`src/logic/tlpt_pkg.sv`:
```
package tlpt_pkg;
  // ************************************************************
  // timing
  // ************************************************************
  localparam longint CLK_PERIOD_PS = 64'd5000;
  localparam longint SECOND_PS = 64'd1000000000000;
  localparam int SEC_CYCLES_DFLT = int'(SECOND_PS / CLK_PERIOD_PS);
  localparam logic [15:0] LLB_LIMIT_S = 16'h000a;
  localparam logic [8:0] DET_HOLD_BITS = 9'h100;
  localparam logic [4:0] MON_WARM_BITS = 5'h18;
  // ************************************************************
  // register offsets and fields
  // ************************************************************
  localparam logic [7:0] OFS_CMD = 8'h00;
  localparam logic [7:0] OFS_CFG = 8'h04;
  localparam logic [7:0] OFS_USER = 8'h08;
  localparam logic [7:0] OFS_STATUS = 8'h0c;
  localparam logic [7:0] OFS_LLB_SECS = 8'h10;
  localparam logic [7:0] OFS_PAT_SECS = 8'h14;
  localparam logic [7:0] OFS_ERR_CNT = 8'h18;
  localparam int CMD_LLB_UP = 0;
  localparam int CMD_LLB_DOWN = 1;
  localparam int CMD_SEND = 2;
  localparam int CMD_MON = 3;
  localparam int CMD_STOP = 4;
  localparam int CMD_ERR_INS = 5;
  localparam int CMD_MON_CLR = 6;
  localparam int CFG_TERM_LOOP = 0;
  localparam int CFG_SEND_PAT = 4;
  localparam int CFG_MON_PAT = 8;
  localparam int USR_SEND = 0;
  localparam int USR_MON = 16;
  localparam int ST_LLB = 0;
  localparam int ST_SEND = 4;
  localparam int ST_MON = 5;
  localparam int ST_V54 = 6;
  localparam int ST_FT1 = 7;
  localparam int ST_LINK_UP = 8;
  localparam int ST_REF_LLB = 9;
  localparam int ST_REF_PAT = 10;
  localparam logic [31:0] CFG_RST = 32'h0000_0000;
  localparam logic [31:0] USER_RST = 32'ha0a0_a0a0;
  // ************************************************************
  // pattern selects
  // ************************************************************
  localparam logic [3:0] PAT_QUASI_RANDOM_PATTERN = 4'h0;
  localparam logic [3:0] PAT_ALL0 = 4'h1;
  localparam logic [3:0] PAT_ALL1 = 4'h2;
  localparam logic [3:0] PAT_1IN8 = 4'h3;
  localparam logic [3:0] PAT_3IN24 = 4'h4;
  localparam logic [3:0] PAT_63 = 4'h5;
  localparam logic [3:0] PAT_511 = 4'h6;
  localparam logic [3:0] PAT_2047 = 4'h7;
  localparam logic [3:0] PAT_2E15 = 4'h8;
  localparam logic [3:0] PAT_2E20 = 4'h9;
  localparam logic [3:0] PAT_USER = 4'ha;
  localparam logic [23:0] SEED_1IN8 = 24'h000080;
  localparam logic [23:0] SEED_3IN24 = 24'h440004;
  // ************************************************************
  // in-band codes, sent and matched msb first
  // ************************************************************
  localparam logic [15:0] LLB_UP_CODE = 16'h0001;
  localparam logic [3:0] LLB_UP_LEN = 4'h5;
  localparam logic [15:0] LLB_DOWN_CODE = 16'h0001;
  localparam logic [3:0] LLB_DOWN_LEN = 4'h3;
  localparam logic [15:0] V54_ACT_CODE = 16'h0071;
  localparam logic [15:0] V54_REL_CODE = 16'h000e;
  localparam int V54_LEN = 7;
  localparam logic [15:0] FT1_ACT_CODE = 16'h0012;
  // release must not be a rotation of activate, or one stream trips both detectors
  localparam logic [15:0] FT1_REL_CODE = 16'h002c;
  localparam int FT1_LEN = 8;
  typedef enum logic [3:0] {
    LLB_IDLE = 4'b0001,
    LLB_UP = 4'b0010,
    LLB_LOOPED = 4'b0100,
    LLB_DOWN = 4'b1000
  } tlpt_llb_t;
endpackage

```
`src/logic/tlpt_det_if.sv`:
```
`timescale 1ns/1ps
interface tlpt_det_if;
  logic bitEn;
  logic rxBit;
  logic found;
  modport det (input bitEn, input rxBit, output found);
  modport host (output bitEn, output rxBit, input found);
endinterface

```
`src/logic/tlpt_code_det.sv`:
```
`timescale 1ns/1ps
module tlpt_code_det
  import tlpt_pkg::*;
#(
  parameter logic [15:0] CODE = 16'h0001,
  parameter int LEN = 5
)
(
  input wire mclk,
  input wire rst_b,
  tlpt_det_if.det dp
);
  // ************************************************************
  // repeating-code detector
  // ************************************************************
  localparam logic [15:0] LEN_MASK = 16'((32'h1 << LEN) - 1);
  logic [15:0] hist_r;
  logic [8:0] run_r;
  logic seen_r;
  logic found_r;
  wire periodOk = dp.rxBit == hist_r[LEN-1];
  wire codeHit = (({hist_r[14:0], dp.rxBit}) & LEN_MASK) == (CODE & LEN_MASK);
  wire runFull = run_r == DET_HOLD_BITS;
  // a fixed-period run alone is not enough: the code must also show up in it
  always_ff @(posedge mclk or negedge rst_b)
  begin
    if (!rst_b)
    begin
      hist_r <= 16'h0000;
      run_r <= 9'h000;
      seen_r <= 1'b0;
      found_r <= 1'b0;
    end
    else
    begin
      found_r <= 1'b0;
      if (dp.bitEn)
      begin
        hist_r <= {hist_r[14:0], dp.rxBit};
        if (!periodOk)
        begin
          run_r <= 9'h000;
          seen_r <= codeHit;
        end
        else
        begin
          if (!runFull)
            run_r <= run_r + 9'h001;
          seen_r <= seen_r | codeHit;
          found_r <= run_r == DET_HOLD_BITS - 9'h001 && (seen_r || codeHit);
        end
      end
    end
  end
  assign dp.found = found_r;
endmodule // tlpt_code_det

```
`src/logic/tlpt_top.sv`:
```
// The implementer's own choices: the address-and-strobe port and the register addresses.
`timescale 1ns/1ps
// Summary of operation
// - terminal loop on: received terminal bit goes back out that terminal port
// - a terminal loop on one port leaves the other port untouched
// - send command transmits the activate code putting the far unit in loop
// - release command transmits the release code taking the far unit out
// - code sent until far acknowledge or ten seconds, whichever first
// - elapsed seconds kept while the remote line loop test runs
// - remote line loop start refused while interface loops or sends busy
// - channel data loop returns received frame relay slot bits to network
// - v54 and fractional t1 codes both activate and release channel loop
// - frame relay link reported down while channel data loop active
// - generator and checker cover all listed fixed and random patterns
// - separate 16-bit user words for send and monitor, repeated
// - pattern send refused while loop or other send busy on interface
// - each error insert flips one transmitted pattern bit, merged with any insert still pending
// - pattern test keeps elapsed seconds and a bit error count
// - monitor count clear zeroes errors without stopping monitor
// - stop halts pattern send and monitor, status back to inactive
// - send and monitor are separate functions
// - insert only while sending; clear only while monitoring 511
module tlpt_top
  import tlpt_pkg::*;
#(
  parameter int SEC_CYCLES = SEC_CYCLES_DFLT
)
(
  input wire mclk,
  input wire rst_b,
  input wire [7:0] regAddr,
  input wire [31:0] regWrData,
  input wire regWr,
  input wire regRd,
  output logic [31:0] regRdData,
  input wire netBitEn,
  input wire netRxBit,
  input wire netRxFrSlot,
  input wire netTxUserBit,
  output logic netTxBit,
  input wire farAck,
  input wire netLoopBusy,
  input wire syncPortBusy,
  input wire syncPatBusy,
  output logic frLinkUp,
  input wire [1:0] termRxBit,
  input wire [1:0] termTxUserBit,
  output logic [1:0] termTxBit
);
  // ************************************************************
  // pattern functions
  // ************************************************************
  // hist[0] is the newest bit; prbs taps read x^n + x^k + 1
  function automatic logic patRaw(input logic [3:0] sel, input logic [23:0] h);
    case (sel)
      PAT_QUASI_RANDOM_PATTERN: patRaw = h[16] ^ h[19];
      PAT_ALL0: patRaw = 1'b0;
      PAT_ALL1: patRaw = 1'b1;
      PAT_1IN8: patRaw = h[7];
      PAT_3IN24: patRaw = h[23];
      PAT_63: patRaw = h[4] ^ h[5];
      PAT_511: patRaw = h[4] ^ h[8];
      PAT_2047: patRaw = h[8] ^ h[10];
      PAT_2E15: patRaw = h[13] ^ h[14];
      PAT_2E20: patRaw = h[2] ^ h[19];
      PAT_USER: patRaw = h[15];
      default: patRaw = 1'b0;
    endcase
  endfunction
  // quasi_random_pattern forces a one after fourteen zeros
  function automatic logic patOut(input logic [3:0] sel, input logic [23:0] h);
    patOut = patRaw(sel, h) | (sel == PAT_QUASI_RANDOM_PATTERN && h[13:0] == 14'h0000);
  endfunction
  function automatic logic [23:0] patSeed(input logic [3:0] sel, input logic [15:0] user);
    case (sel)
      PAT_ALL0: patSeed = 24'h000000;
      PAT_1IN8: patSeed = SEED_1IN8;
      PAT_3IN24: patSeed = SEED_3IN24;
      PAT_USER: patSeed = {8'h00, user};
      default: patSeed = 24'hffffff;
    endcase
  endfunction
  // ************************************************************
  // register port decode
  // ************************************************************
  logic [1:0] termLoop_r;
  logic [3:0] sendPat_r;
  logic [3:0] monPat_r;
  logic [15:0] sendUser_r;
  logic [15:0] monUser_r;
  wire wrCmd = regWr && regAddr == OFS_CMD;
  wire cmdLlbUp = wrCmd && regWrData[CMD_LLB_UP];
  wire cmdLlbDown = wrCmd && regWrData[CMD_LLB_DOWN];
  wire cmdSend = wrCmd && regWrData[CMD_SEND];
  wire cmdMon = wrCmd && regWrData[CMD_MON];
  wire cmdStop = wrCmd && regWrData[CMD_STOP];
  wire cmdIns = wrCmd && regWrData[CMD_ERR_INS];
  wire cmdClr = wrCmd && regWrData[CMD_MON_CLR];
  always_ff @(posedge mclk or negedge rst_b)
  begin
    if (!rst_b)
    begin
      termLoop_r <= CFG_RST[CFG_TERM_LOOP +: 2];
      sendPat_r <= CFG_RST[CFG_SEND_PAT +: 4];
      monPat_r <= CFG_RST[CFG_MON_PAT +: 4];
      sendUser_r <= USER_RST[USR_SEND +: 16];
      monUser_r <= USER_RST[USR_MON +: 16];
    end
    else
    begin
      if (regWr && regAddr == OFS_CFG)
      begin
        termLoop_r <= regWrData[CFG_TERM_LOOP +: 2];
        sendPat_r <= regWrData[CFG_SEND_PAT +: 4];
        monPat_r <= regWrData[CFG_MON_PAT +: 4];
      end
      if (regWr && regAddr == OFS_USER)
      begin
        sendUser_r <= regWrData[USR_SEND +: 16];
        monUser_r <= regWrData[USR_MON +: 16];
      end
    end
  end
  // ************************************************************
  // terminal port loop
  // ************************************************************
  // no data source here: looped bits come only from the attached side
  wire [1:0] termNext = (termRxBit & termLoop_r) | (termTxUserBit & ~termLoop_r);
  always_ff @(posedge mclk or negedge rst_b)
  begin
    if (!rst_b)
      termTxBit <= 2'b00;
    else
      termTxBit <= termNext;
  end
  // ************************************************************
  // seconds tick and channel code detectors
  // ************************************************************
  logic [31:0] secCnt_r;
  wire secTick = secCnt_r == 32'(SEC_CYCLES - 1);
  always_ff @(posedge mclk or negedge rst_b)
  begin
    if (!rst_b)
      secCnt_r <= 32'h0000_0000;
    else
      secCnt_r <= secTick ? 32'h0000_0000 : secCnt_r + 32'h0000_0001;
  end
  localparam logic [15:0] DET_CODE [4] = '{V54_ACT_CODE, V54_REL_CODE, FT1_ACT_CODE, FT1_REL_CODE};
  localparam int DET_LEN [4] = '{V54_LEN, V54_LEN, FT1_LEN, FT1_LEN};
  logic [3:0] detFound;
  for (genvar i = 0; i < 4; i++)
  begin : g_det
    tlpt_det_if dIf ();
    assign dIf.bitEn = netBitEn && netRxFrSlot;
    assign dIf.rxBit = netRxBit;
    assign detFound[i] = dIf.found;
    tlpt_code_det #(.CODE(DET_CODE[i]), .LEN(DET_LEN[i])) u_det (
      .mclk(mclk),
      .rst_b(rst_b),
      .dp(dIf)
    );
  end
  logic dclbV54_r;
  logic dclbFt1_r;
  wire dclbActive = dclbV54_r || dclbFt1_r;
  always_ff @(posedge mclk or negedge rst_b)
  begin
    if (!rst_b)
    begin
      dclbV54_r <= 1'b0;
      dclbFt1_r <= 1'b0;
    end
    else
    begin
      if (detFound[0] || detFound[1])
        dclbV54_r <= detFound[0];
      if (detFound[2] || detFound[3])
        dclbFt1_r <= detFound[2];
    end
  end
  assign frLinkUp = !dclbActive;
  // ************************************************************
  // remote line loop code sender
  // ************************************************************
  tlpt_llb_t llbState_r;
  tlpt_llb_t llbState_nxt;
  logic [15:0] llbSecs_r;
  logic [3:0] codePhase_r;
  logic refLlb_r;
  logic sendActive_r;
  wire llbSending = llbState_r == LLB_UP || llbState_r == LLB_DOWN;
  wire llbIdle = llbState_r == LLB_IDLE;
  wire llbBlock = netLoopBusy || dclbActive || sendActive_r || syncPatBusy || syncPortBusy;
  wire llbDone = farAck || llbSecs_r >= LLB_LIMIT_S;
  wire [3:0] codeLen = llbState_r == LLB_DOWN ? LLB_DOWN_LEN : LLB_UP_LEN;
  wire [15:0] codeWord = llbState_r == LLB_DOWN ? LLB_DOWN_CODE : LLB_UP_CODE;
  wire codeBit = codeWord[4'(codeLen - 4'h1 - codePhase_r)];
  always_comb
  begin
    llbState_nxt = llbState_r;
    case (llbState_r)
      LLB_IDLE: if (cmdLlbUp && !llbBlock) llbState_nxt = LLB_UP;
      LLB_UP: if (cmdLlbDown) llbState_nxt = LLB_DOWN; else if (llbDone) llbState_nxt = LLB_LOOPED;
      LLB_LOOPED: if (cmdLlbDown) llbState_nxt = LLB_DOWN;
      LLB_DOWN: if (llbDone) llbState_nxt = LLB_IDLE;
      default: llbState_nxt = LLB_IDLE;
    endcase
  end
  wire llbPhaseChg = llbState_nxt != llbState_r;
  always_ff @(posedge mclk or negedge rst_b)
  begin
    if (!rst_b)
    begin
      llbState_r <= LLB_IDLE;
      llbSecs_r <= 16'h0000;
      codePhase_r <= 4'h0;
      refLlb_r <= 1'b0;
    end
    else
    begin
      llbState_r <= llbState_nxt;
      if (llbPhaseChg && llbState_nxt != LLB_LOOPED)
        llbSecs_r <= 16'h0000;
      else if (secTick && !llbIdle && llbSecs_r != 16'hffff)
        llbSecs_r <= llbSecs_r + 16'h0001;
      if (llbPhaseChg)
        codePhase_r <= 4'h0;
      else if (netBitEn && llbSending)
        codePhase_r <= codePhase_r == codeLen - 4'h1 ? 4'h0 : codePhase_r + 4'h1;
      if (cmdLlbUp && llbIdle)
        refLlb_r <= llbBlock;
    end
  end
  // ************************************************************
  // pattern send
  // ************************************************************
  logic [23:0] sendHist_r;
  logic insPend_r;
  logic refPat_r;
  wire sendBlock = netLoopBusy || dclbActive || !llbIdle || syncPatBusy || syncPortBusy;
  wire sendStart = cmdSend && !sendActive_r && !cmdStop;
  wire dclbSlot = dclbActive && netRxFrSlot;
  // history keeps the pattern bits before error insert, so the monitor can rebuild it from the line
  wire sendRaw = patOut(sendPat_r, sendHist_r);
  wire sendBit = patOut(sendPat_r, sendHist_r) ^ insPend_r;
  wire insUsed = netBitEn && sendActive_r && !dclbSlot;
  wire txNext = dclbSlot ? netRxBit : sendActive_r ? sendBit : llbSending ? codeBit : netTxUserBit;
  always_ff @(posedge mclk or negedge rst_b)
  begin
    if (!rst_b)
    begin
      sendActive_r <= 1'b0;
      sendHist_r <= 24'h000000;
      insPend_r <= 1'b0;
      refPat_r <= 1'b0;
      netTxBit <= 1'b0;
    end
    else
    begin
      if (netBitEn)
        netTxBit <= txNext;
      if (cmdStop)
        sendActive_r <= 1'b0;
      else if (sendStart)
        sendActive_r <= !sendBlock;
      if (sendStart)
        refPat_r <= sendBlock;
      if (sendStart)
        sendHist_r <= patSeed(sendPat_r, sendUser_r);
      else if (insUsed)
        sendHist_r <= {sendHist_r[22:0], sendRaw};
      // a request landing on the bit that uses the last one stays pending
      if (cmdIns && sendActive_r)
        insPend_r <= 1'b1;
      else if (insUsed || !sendActive_r)
        insPend_r <= 1'b0;
    end
  end
  // ************************************************************
  // pattern monitor
  // ************************************************************
  logic monActive_r;
  logic [23:0] monHist_r;
  logic [4:0] monWarm_r;
  logic [19:0] errCnt_r;
  logic [15:0] patSecs_r;
  // every pattern self-syncs from the line, whatever its phase; early bits not judged
  wire monReady = monWarm_r == MON_WARM_BITS;
  wire monBitErr = netBitEn && monActive_r && monReady && netRxBit != patOut(monPat_r, monHist_r);
  wire monClrOk = cmdClr && monActive_r && monPat_r == PAT_511;
  wire monStart = cmdMon && !cmdStop;
  always_ff @(posedge mclk or negedge rst_b)
  begin
    if (!rst_b)
    begin
      monActive_r <= 1'b0;
      monHist_r <= 24'h000000;
      monWarm_r <= 5'h00;
      errCnt_r <= 20'h00000;
      patSecs_r <= 16'h0000;
    end
    else
    begin
      if (cmdStop)
        monActive_r <= 1'b0;
      else if (monStart)
        monActive_r <= 1'b1;
      if (monStart)
      begin
        monHist_r <= patSeed(monPat_r, monUser_r);
        monWarm_r <= 5'h00;
      end
      else if (netBitEn && monActive_r)
      begin
        monHist_r <= {monHist_r[22:0], netRxBit};
        if (!monReady)
          monWarm_r <= monWarm_r + 5'h01;
      end
      // an error in the clear cycle still counts
      if (monStart || monClrOk)
        errCnt_r <= {19'h00000, monBitErr && !monStart};
      else if (monBitErr && errCnt_r != 20'hfffff)
        errCnt_r <= errCnt_r + 20'h00001;
      if (sendStart || (monStart && !sendActive_r && !monActive_r))
        patSecs_r <= 16'h0000;
      else if (secTick && (sendActive_r || monActive_r) && patSecs_r != 16'hffff)
        patSecs_r <= patSecs_r + 16'h0001;
    end
  end
  // ************************************************************
  // register read
  // ************************************************************
  logic [31:0] statusWord;
  always_comb
  begin
    statusWord = 32'h0000_0000;
    statusWord[ST_LLB +: 4] = llbState_r;
    statusWord[ST_SEND] = sendActive_r;
    statusWord[ST_MON] = monActive_r;
    statusWord[ST_V54] = dclbV54_r;
    statusWord[ST_FT1] = dclbFt1_r;
    statusWord[ST_LINK_UP] = frLinkUp;
    statusWord[ST_REF_LLB] = refLlb_r;
    statusWord[ST_REF_PAT] = refPat_r;
  end
  wire [31:0] cfgWord = {20'h00000, monPat_r, sendPat_r, 2'b00, termLoop_r};
  wire [31:0] rdMux = regAddr == OFS_CFG ? cfgWord :
    regAddr == OFS_USER ? {monUser_r, sendUser_r} :
    regAddr == OFS_STATUS ? statusWord :
    regAddr == OFS_LLB_SECS ? {16'h0000, llbSecs_r} :
    regAddr == OFS_PAT_SECS ? {16'h0000, patSecs_r} :
    regAddr == OFS_ERR_CNT ? {12'h000, errCnt_r} : 32'h0000_0000;
  always_ff @(posedge mclk or negedge rst_b)
  begin
    if (!rst_b)
      regRdData <= 32'h0000_0000;
    else
      regRdData <= regRd ? rdMux : 32'h0000_0000;
  end
endmodule // tlpt_top

```
`config.mk`:
```
export PLATFORM = sky130hd
export DESIGN_NAME = tlpt_top
export DESIGN_NICKNAME = d
export VERILOG_FILES = /design/src/logic/tlpt_pkg.sv /design/src/logic/tlpt_det_if.sv /design/src/logic/tlpt_code_det.sv /design/src/logic/tlpt_top.sv
export SDC_FILE = /design/constraint.sdc
export NUM_CORES = 1
export LEC_CHECK = 0
export BUFFER_PORTS_ARGS = -buffer_cell sky130_fd_sc_hd__clkbuf_2
export CAP_MARGIN = 20
export CELL_PAD_IN_SITES_DETAIL_PLACEMENT = 1
export CELL_PAD_IN_SITES_GLOBAL_PLACEMENT = 2
export CORE_MARGIN = 4
export CORE_UTILIZATION = 36
export DETAILED_ROUTE_END_ITERATION = 8
export GPL_ROUTABILITY_DRIVEN = 0
export HOLD_SLACK_MARGIN = 0.06
export PLACE_DENSITY = 0.76
export SYNTH_ARGS = -nofsm -noshare
export SYNTH_HDL_FRONTEND = slang
export SYNTH_HIERARCHICAL = 1
export SYNTH_SLANG_ARGS = --single-unit
```
`constraint.sdc`:
```
create_clock -name mclk -period 3.85 [get_ports mclk]
set_input_delay 0.1925 -clock mclk [delete_from_list [all_inputs] [get_ports mclk]]
set_output_delay 0.1925 -clock mclk [all_outputs]
set_load 0.01 [all_outputs]
```
Word level (Yosys, flattened, before mapping)
Memories as Yosys holds them, arrays and structs flattened.
Cells that the tools add are included.

word-level totals
  register bits = 303
  memory bits (read-only) = 16
  input port bits = 56
  output and inout bits = 36
  word-level logic and storage cells = 292
  memories kept = 1

operators by class
  add/sub/neg operators = 12
  magnitude comparators = 2
  equality and inequality tests = 60
  mux-type cells = 65
  bitwise operators = 23
  reductions and logical operators = 89

memories
  memory           words  width  read ports  clocked after Yosys merged registers in  wr ports  line             source
  (no name shown)  16     1      1           0                                        0         tlpt_top.sv:197  wire codeBit = codeWord[4'(codeLen - 4'h1 - codePhase_r)];

operators with widths
  cell                                                                count
  24-bit one-hot mux with 4 select lines                              2
  32-bit two-way mux                                                  4
  20-bit two-way mux                                                  6
  24-bit two-way mux                                                  4
  9-bit two-way mux                                                   8
  16-bit two-way mux                                                  4
  1-bit logical AND                                                   41
  9-bit by 1-bit adder with 9-bit output (second input constant)      4
  4-bit by 3-bit == test with 1-bit output (second input constant)    9
  9-bit by 8-bit == test with 1-bit output (second input constant)    4
  9-bit == test (second input constant)                               4
  16-bit by 1-bit adder with 16-bit output (second input constant)    2
  32-bit by 1-bit adder with 32-bit output (second input constant)    1
  32-bit by 28-bit == test with 1-bit output (second input constant)  1
  8-bit by 5-bit == test with 1-bit output (second input constant)    4
  4-bit two-way mux                                                   8
  16-bit inequality test (second input constant)                      2
  4-bit == test (second input constant)                               7
  14-bit logical NOT                                                  2
  1-bit two-way mux                                                   22
  20-bit by 1-bit adder with 20-bit output (second input constant)    1
  4-bit by 2-bit == test with 1-bit output (second input constant)    5
  1-bit logical OR                                                    20
  20-bit inequality test (second input constant)                      1
  other kinds (34)                                                    85

Depth between registers and ports, before layout
  depth in word-level cells = 12
  gate-level depth with buffers = 12
  mapped depth without buffers = 11

By module
Netlist, hierarchy kept.

modules (own cells, without submodules)
  module                          instances  cells an instance  area each (um^2)  sequential area each (um^2)
  tlpt_top                        1          1,224              11,549.8          5,741.8
  tlpt_code_det (g_det[2].u_det)  1          87                 994.7             475.5
  tlpt_code_det (g_det[3].u_det)  1          84                 959.7             475.5
  tlpt_code_det (g_det[1].u_det)  1          83                 938.4             450.4
  tlpt_code_det (g_det[0].u_det)  1          82                 937.1             450.4

Worst setup path after synthesis
OpenSTA, ideal clock, no wires.

  path type = register to register
  start = register monPat_r[2]
  end = register errCnt_r[11]
  library setup time = 78 ps
  data arrival time = 2,527 ps
  data required time = 3,772 ps
  setup slack = 1,245 ps
  cell stages (with the launch flop) = 10
  path buffers = 1
  period minus slack after synthesis = 2,605 ps
  path through = dfrtp_1 > nor2b_2 > and3b_1 > mux2i_1 > xor2_1 > o41ai_2 > mux2_4 > buf_6 > or4_1 > a21oi_1

between the ends
  cells in the longest elaborated chain, start to end = 7
  elaborated cells between the ends (all ways) = 20
  classes of those cells = 10 x eq/ne; 2 x mux; 1 x bitwise; 7 x reduce/logical

ends and longest elaborated chain
  element                                                                      line                            source
  from (decl)                                                                  tlpt_top.sv:88                  logic [3:0] monPat_r;
  from (signal assigned)                                                       tlpt_top.sv:105                 monPat_r <= CFG_RST[CFG_MON_PAT +: 4];
  from (signal assigned)                                                       tlpt_top.sv:115                 monPat_r <= regWrData[CFG_MON_PAT +: 4];
  4-bit == test, or another cell as far along                                  tlpt_top.sv:55                  case (sel)
  1-bit one-hot mux with 10 select lines or 1-bit logical AND (tied branches)  tlpt_top.sv:55, tlpt_top.sv:72
  1-bit OR                                                                     tlpt_top.sv:72                  patOut = patRaw(sel, h) | (sel == PAT_QUASI_RANDOM_PATTERN && h[13:0] == 14'h0000);
  1-bit inequality test                                                        tlpt_top.sv:289                 wire monBitErr = netBitEn && monActive_r && monReady && netRxBit != patOut(monPat_r, monHist_r);
  1-bit logical AND                                                            tlpt_top.sv:289
  1-bit logical AND                                                            tlpt_top.sv:322                 else if (monBitErr && errCnt_r != 20'hfffff)
  2-bit nonzero test (no source line)                                          n/a
  to (signal assigned)                                                         tlpt_top.sv:321                 errCnt_r <= {19'h00000, monBitErr && !monStart};
  to (signal assigned)                                                         tlpt_top.sv:323                 errCnt_r <= errCnt_r + 20'h00001;
  to (decl)                                                                    tlpt_top.sv:285                 logic [19:0] errCnt_r;

Parallel ways exist; a longest one is shown, timed or not.
A chain may end at the register's enable or synchronous reset.

Worst setup path after layout
  start = register monPat_r[3]
  end = register errCnt_r[7]

Same word-level chain as after synthesis.

==> summary by stage <==
Layout
The area growth from synthesis to layout is 18.1%. The area of combinational cells with multiple inputs is 7310 um^2. The number of nets in the finished design is 1768. The antenna cell count is 0.

Fill cells in the final layout number 4735. In the final layout, the share of cells above drive strength 1 is 0.176. Summing all flip-flop and latch instances after layout gives 7590 um^2. The core utilization of the finished layout is 0.431.

Power and ir drop
The net switching power is 2.66 mW. The share of total power dissipated in sequential elements is 0.457. The static leakage is 8.21 nW. The overall power consumption is 9.14 mW.

The internal portion of the total power is 6.49 mW. VDD sags by at most 0.497 mV. The part of the total power dissipated in combinational logic is 0.139.

The switching part of the total power is 0.291. The power density of the placed cells is 504 nW/um^2. Of the total power, the clock network draws 0.404.

Synthesis
The share of synthesized area in the top cell type comes to 0.478. The synthesized area is 15400 um^2. The net count after synthesis is 1640. The synthesized design contains 303 register bits. In the post-synthesis netlist, the biggest area contributors are sky130_fd_sc_hd__dfrtp_1 (48%), sky130_fd_sc_hd__mux2_2 (5.6%), sky130_fd_sc_hd__nor2_1 (4.1%).

The average size of a mapped cell is 9.86 um^2. For this run, the register share of the synthesized area comes to 0.494. In the synthesized netlist the async set-or-reset flop fraction comes to 1.00. The commonest register cell after synthesis is sky130_fd_sc_hd__dfrtp_1. Synthesis handed over a netlist of 1560 instances.

The synthesized netlist contains 87 unique library cells. The library cell occupying the most area in the post-synthesis netlist is sky130_fd_sc_hd__dfrtp_1. Yosys printed 6 warnings.

The number of enable flip-flop cells after synthesis is 0.

Critical path
Along the worst path, the maximum fanout reaches 29. The setup slack of the most critical reg-to-reg path is 0.75 ns. The required time of the critical path is 4.30 ns.

The critical path in this run is classified as reg2reg. The kind of capture point of the worst setup path is a flop. The critical path launch point type is a flop. Data arrives at the worst endpoint at 3.55 ns.

Min path
The tightest min-delay check is of the in2reg type.

Clock network
The post-CTS clock slew at the launch and capture registers of the worst setup and hold paths is 0.06 ns. CTS placed an instance of sky130_fd_sc_hd__clkbuf_16 at the clock tree root. The H-tree depth reported by CTS is 2. In this run the deepest clock path goes through 3 buffers. The number of clock buffers added by TritonCTS is 37.

The clock sink count is 303. TritonCTS built the clock tree. Once the clock tree was built, the resizer swapped 0 gates to a different size. Clock latency on the worst-skew pair, taken at its later pin, is 0.56 ns.

Routing
The first detailed-routing pass took 5 iterations. Summing over every cut layer, the via total after detailed routing is 12500. The number of DRC violations after detailed routing is 0. The number of nets with antenna violations after routing is 0. The post-detailed-route wirelength per cell is 20.4 um. In this run, the number of DRC markers left after iteration 0 of detailed routing was 669. The routed wire length is 46000 um.

In the routed layout, each cell is associated on average with a via count of 5.53.

Floorplanning
The die is 215 um tall. The die covers 46100 um^2. The die extent in x is 215 um. After floorplanning, the core was sized to cover 42100 um^2. The floorplan has 75 rows. The initial core utilization is 0.365. In this run the count of I/O pins placed on the die edge is 92.

GRT
The global-route met1 utilization is 0.271. The initial antenna violation count was 1. The largest net degree at the start of global routing is 79. The total overflow left after global routing is 0. The layer flagged by global routing as most heavily used is met2. Across every metal layer, demand over resource in global routing totals 0.198.

The fraction of met2 tracks used by global routing is 0.326. In the global route stage, met3 resource usage came out at 0.0323. The via count of the first global-routing pass is 13100. The first global-routing pass estimated 74100 um of wire.

Run
The number of max-cap violations is 0.

Timing
Across all hold checks on the routed design, the worst slack comes to 0.121 ns. The number of endpoints with negative hold slack in the final report is 0. For the finished layout, the period the worst path requires is 3.10 ns.

The worst slew margin relative to its limit is 0.283. Of the available clock period, the critical path in the final layout requires 0.806. Summed over all failing endpoints, the final setup total negative slack is 0 ns. Setup repair after global routing left no endpoint under its margin. Static timing analysis puts the maximum clock frequency at 322 MHz. Setup violations remaining at the end of the flow were counted as 0. Across the routed clock network, the largest skew measured is 0.0318 ns.

The worst-margin pin slew is 1.07 ns. The count of final max-slew check failures is 0.

Placement
The number of buffers added on ports is 91. The detailed placer's ending HPWL is 31900 um.

Status
The flow ran to the end, and the final reports show no timing, DRC or antenna violations.
cells in the mapped netlist (all sizes together), types with 4 or more instances:
cell type    n
dfrtp      294
nor2       166
nand2      153
o21ai      101
a21oi       86
mux2        78
nand3       66
clkbuf      52
inv         52
and3        46
xor2        44
xnor2       30
a22oi       29
nand4       28
ha          24
mux2i       24
nor3        24
and2        20
or3         19
buf         18
o31ai       17
nor2b       16
or4         16
nand2b      13
nor4        13
a31oi       11
a22o        10
dfstp        9
nand3b       8
a21o         7
nor3b        7
o211ai       7
a221oi       5
a41oi        4
and4         4
o2111a       4
o22ai        4
or4b         4
state kept, by name, indices dropped and copies added, names as in the netlist, 2 cells and up:
name,flops
regRdData,32
llbState_r,4
llbSecs_r,16
monPat_r,4
sendHist_r,24
g_det.u_det/dp.found,4
g_det.u_det/hist_r,30
codePhase_r,4
g_det.u_det/run_r,36
errCnt_r,20
sendPat_r,4
secCnt_r,32
monWarm_r,5
termTxBit,2
sendUser_r,16
g_det.u_det/seen_r,4
patSecs_r,16
termLoop_r,2
monUser_r,16
monHist_r,24
critical path, stage by stage, from the launching register on:
cell and delay, ns:
sky130_fd_sc_hd__dfrtp_1 0.53, sky130_fd_sc_hd__nor2b_2 0.28, sky130_fd_sc_hd__and3b_1 0.20, sky130_fd_sc_hd__mux2i_1 0.23, sky130_fd_sc_hd__xor2_1 0.10, sky130_fd_sc_hd__o41ai_2 0.48, sky130_fd_sc_hd__mux2_4 0.47, sky130_fd_sc_hd__or4_1 0.54
sky130_fd_sc_hd__a21oi_1 0.15
final timing paths:
kind	from	to	cells after the start
max in group asynchronous	rst_b	g_det[0].u_det/hist_r[0]	3
hold / removal	syncPortBusy	llbState_r[1]	5
min in group asynchronous	rst_b	sendPat_r[3]	2
setup / recovery	monPat_r[3]	errCnt_r[7]	8
hold reg to reg	g_det[2].u_det/dp.found	dclbFt1_r	1
setup reg to reg	monPat_r[3]	errCnt_r[7]	8
metrics by stage:
step                      cells  setup WS (ns)  area [um^2]
after floorplan            1560           1.25        15400
after detailed placement   2150          0.799        16500
final                      2256          0.748        18200
after CTS                  2256          0.761        18200
after global placement     2150          0.937        16500
after global routing       2256          0.573        18200
routing by layer:
layer | vias to the layer above | share of wire | wire [um]
met5 | - | 0 | 0
met4 | 0 | 0.022 | 1020
met3 | 59 | 0.045 | 2060
met2 | 223 | 0.47 | 21800
met1 | 6372 | 0.46 | 21100
li1 | 5826 | - | -
area by class of cell:
class,instances,area share
Tap cell,539,0.0371
Clock inverter,18,0.0141
Multi-Input combinational cell,1134,0.402
Timing Repair Buffer,159,0.0604
Inverter,53,0.0110
Clock buffer,50,0.0570
Sequential cell,303,0.418
cells by family (layout without fill, tap and decap cells):
family	after synthesis	count (layout)	share of synthesized area
AND/OR/NAND/NOR	619	619	0.204
AO/OA/AOI/OAI	315	315	0.132
flip-flops	303	303	0.494
buffers and inverters	123	280	0.0319
multiplexers	102	102	0.0730
XOR/XNOR	74	74	0.0451
adder cells (fa/ha/maj)	24	24	0.0195
placed cells by master (no fill, tap or decap), drive strengths merged, types with 5 or more instances in the layout:
| master | instances |
|---|---|
| nor2 | 166 |
| nor2b | 16 |
| or3 | 19 |
| a31oi | 11 |
| a22oi | 29 |
| buf | 31 |
| and2 | 20 |
| dfrtp | 294 |
| xor2 | 44 |
| o31ai | 17 |
| a21o | 7 |
| and3 | 46 |
| nor4 | 13 |
| nand4 | 28 |
| dfstp | 9 |
| or4 | 16 |
| mux2 | 78 |
| a221oi | 5 |
| o211ai | 7 |
| xnor2 | 30 |
| nand3 | 66 |
| mux2i | 24 |
| inv | 54 |
| o21ai | 101 |
| ha | 24 |
| nand2 | 153 |
| clkbuf | 140 |
| nand3b | 8 |
| clkinv | 12 |
| nor3 | 24 |
| bufinv | 5 |
| a21oi | 86 |
| a22o | 10 |
| nor3b | 7 |
| nand2b | 13 |
| dlygate4sd3 | 38 |
what timing repair did:
item,in CTS,in global routing
hold buffers,38,0
buffers inserted,0,0
hold endpoints to repair,123,0
power groups by stage:
| stage | clock (mW) | sequential, mW | combinational (mW) |
|---|---|---|---|
| floorplan | 0 | 4.03 | 0.933 |
| global placement | 0 | 4.21 | 1.21 |
| detailed placement | 0 | 4.23 | 1.25 |
| CTS | 3.81 | 4.18 | 1.30 |
| global route | 3.94 | 4.26 | 1.45 |
| finish | 3.69 | 4.18 | 1.27 |
Power figures use the tool's default switching activity.
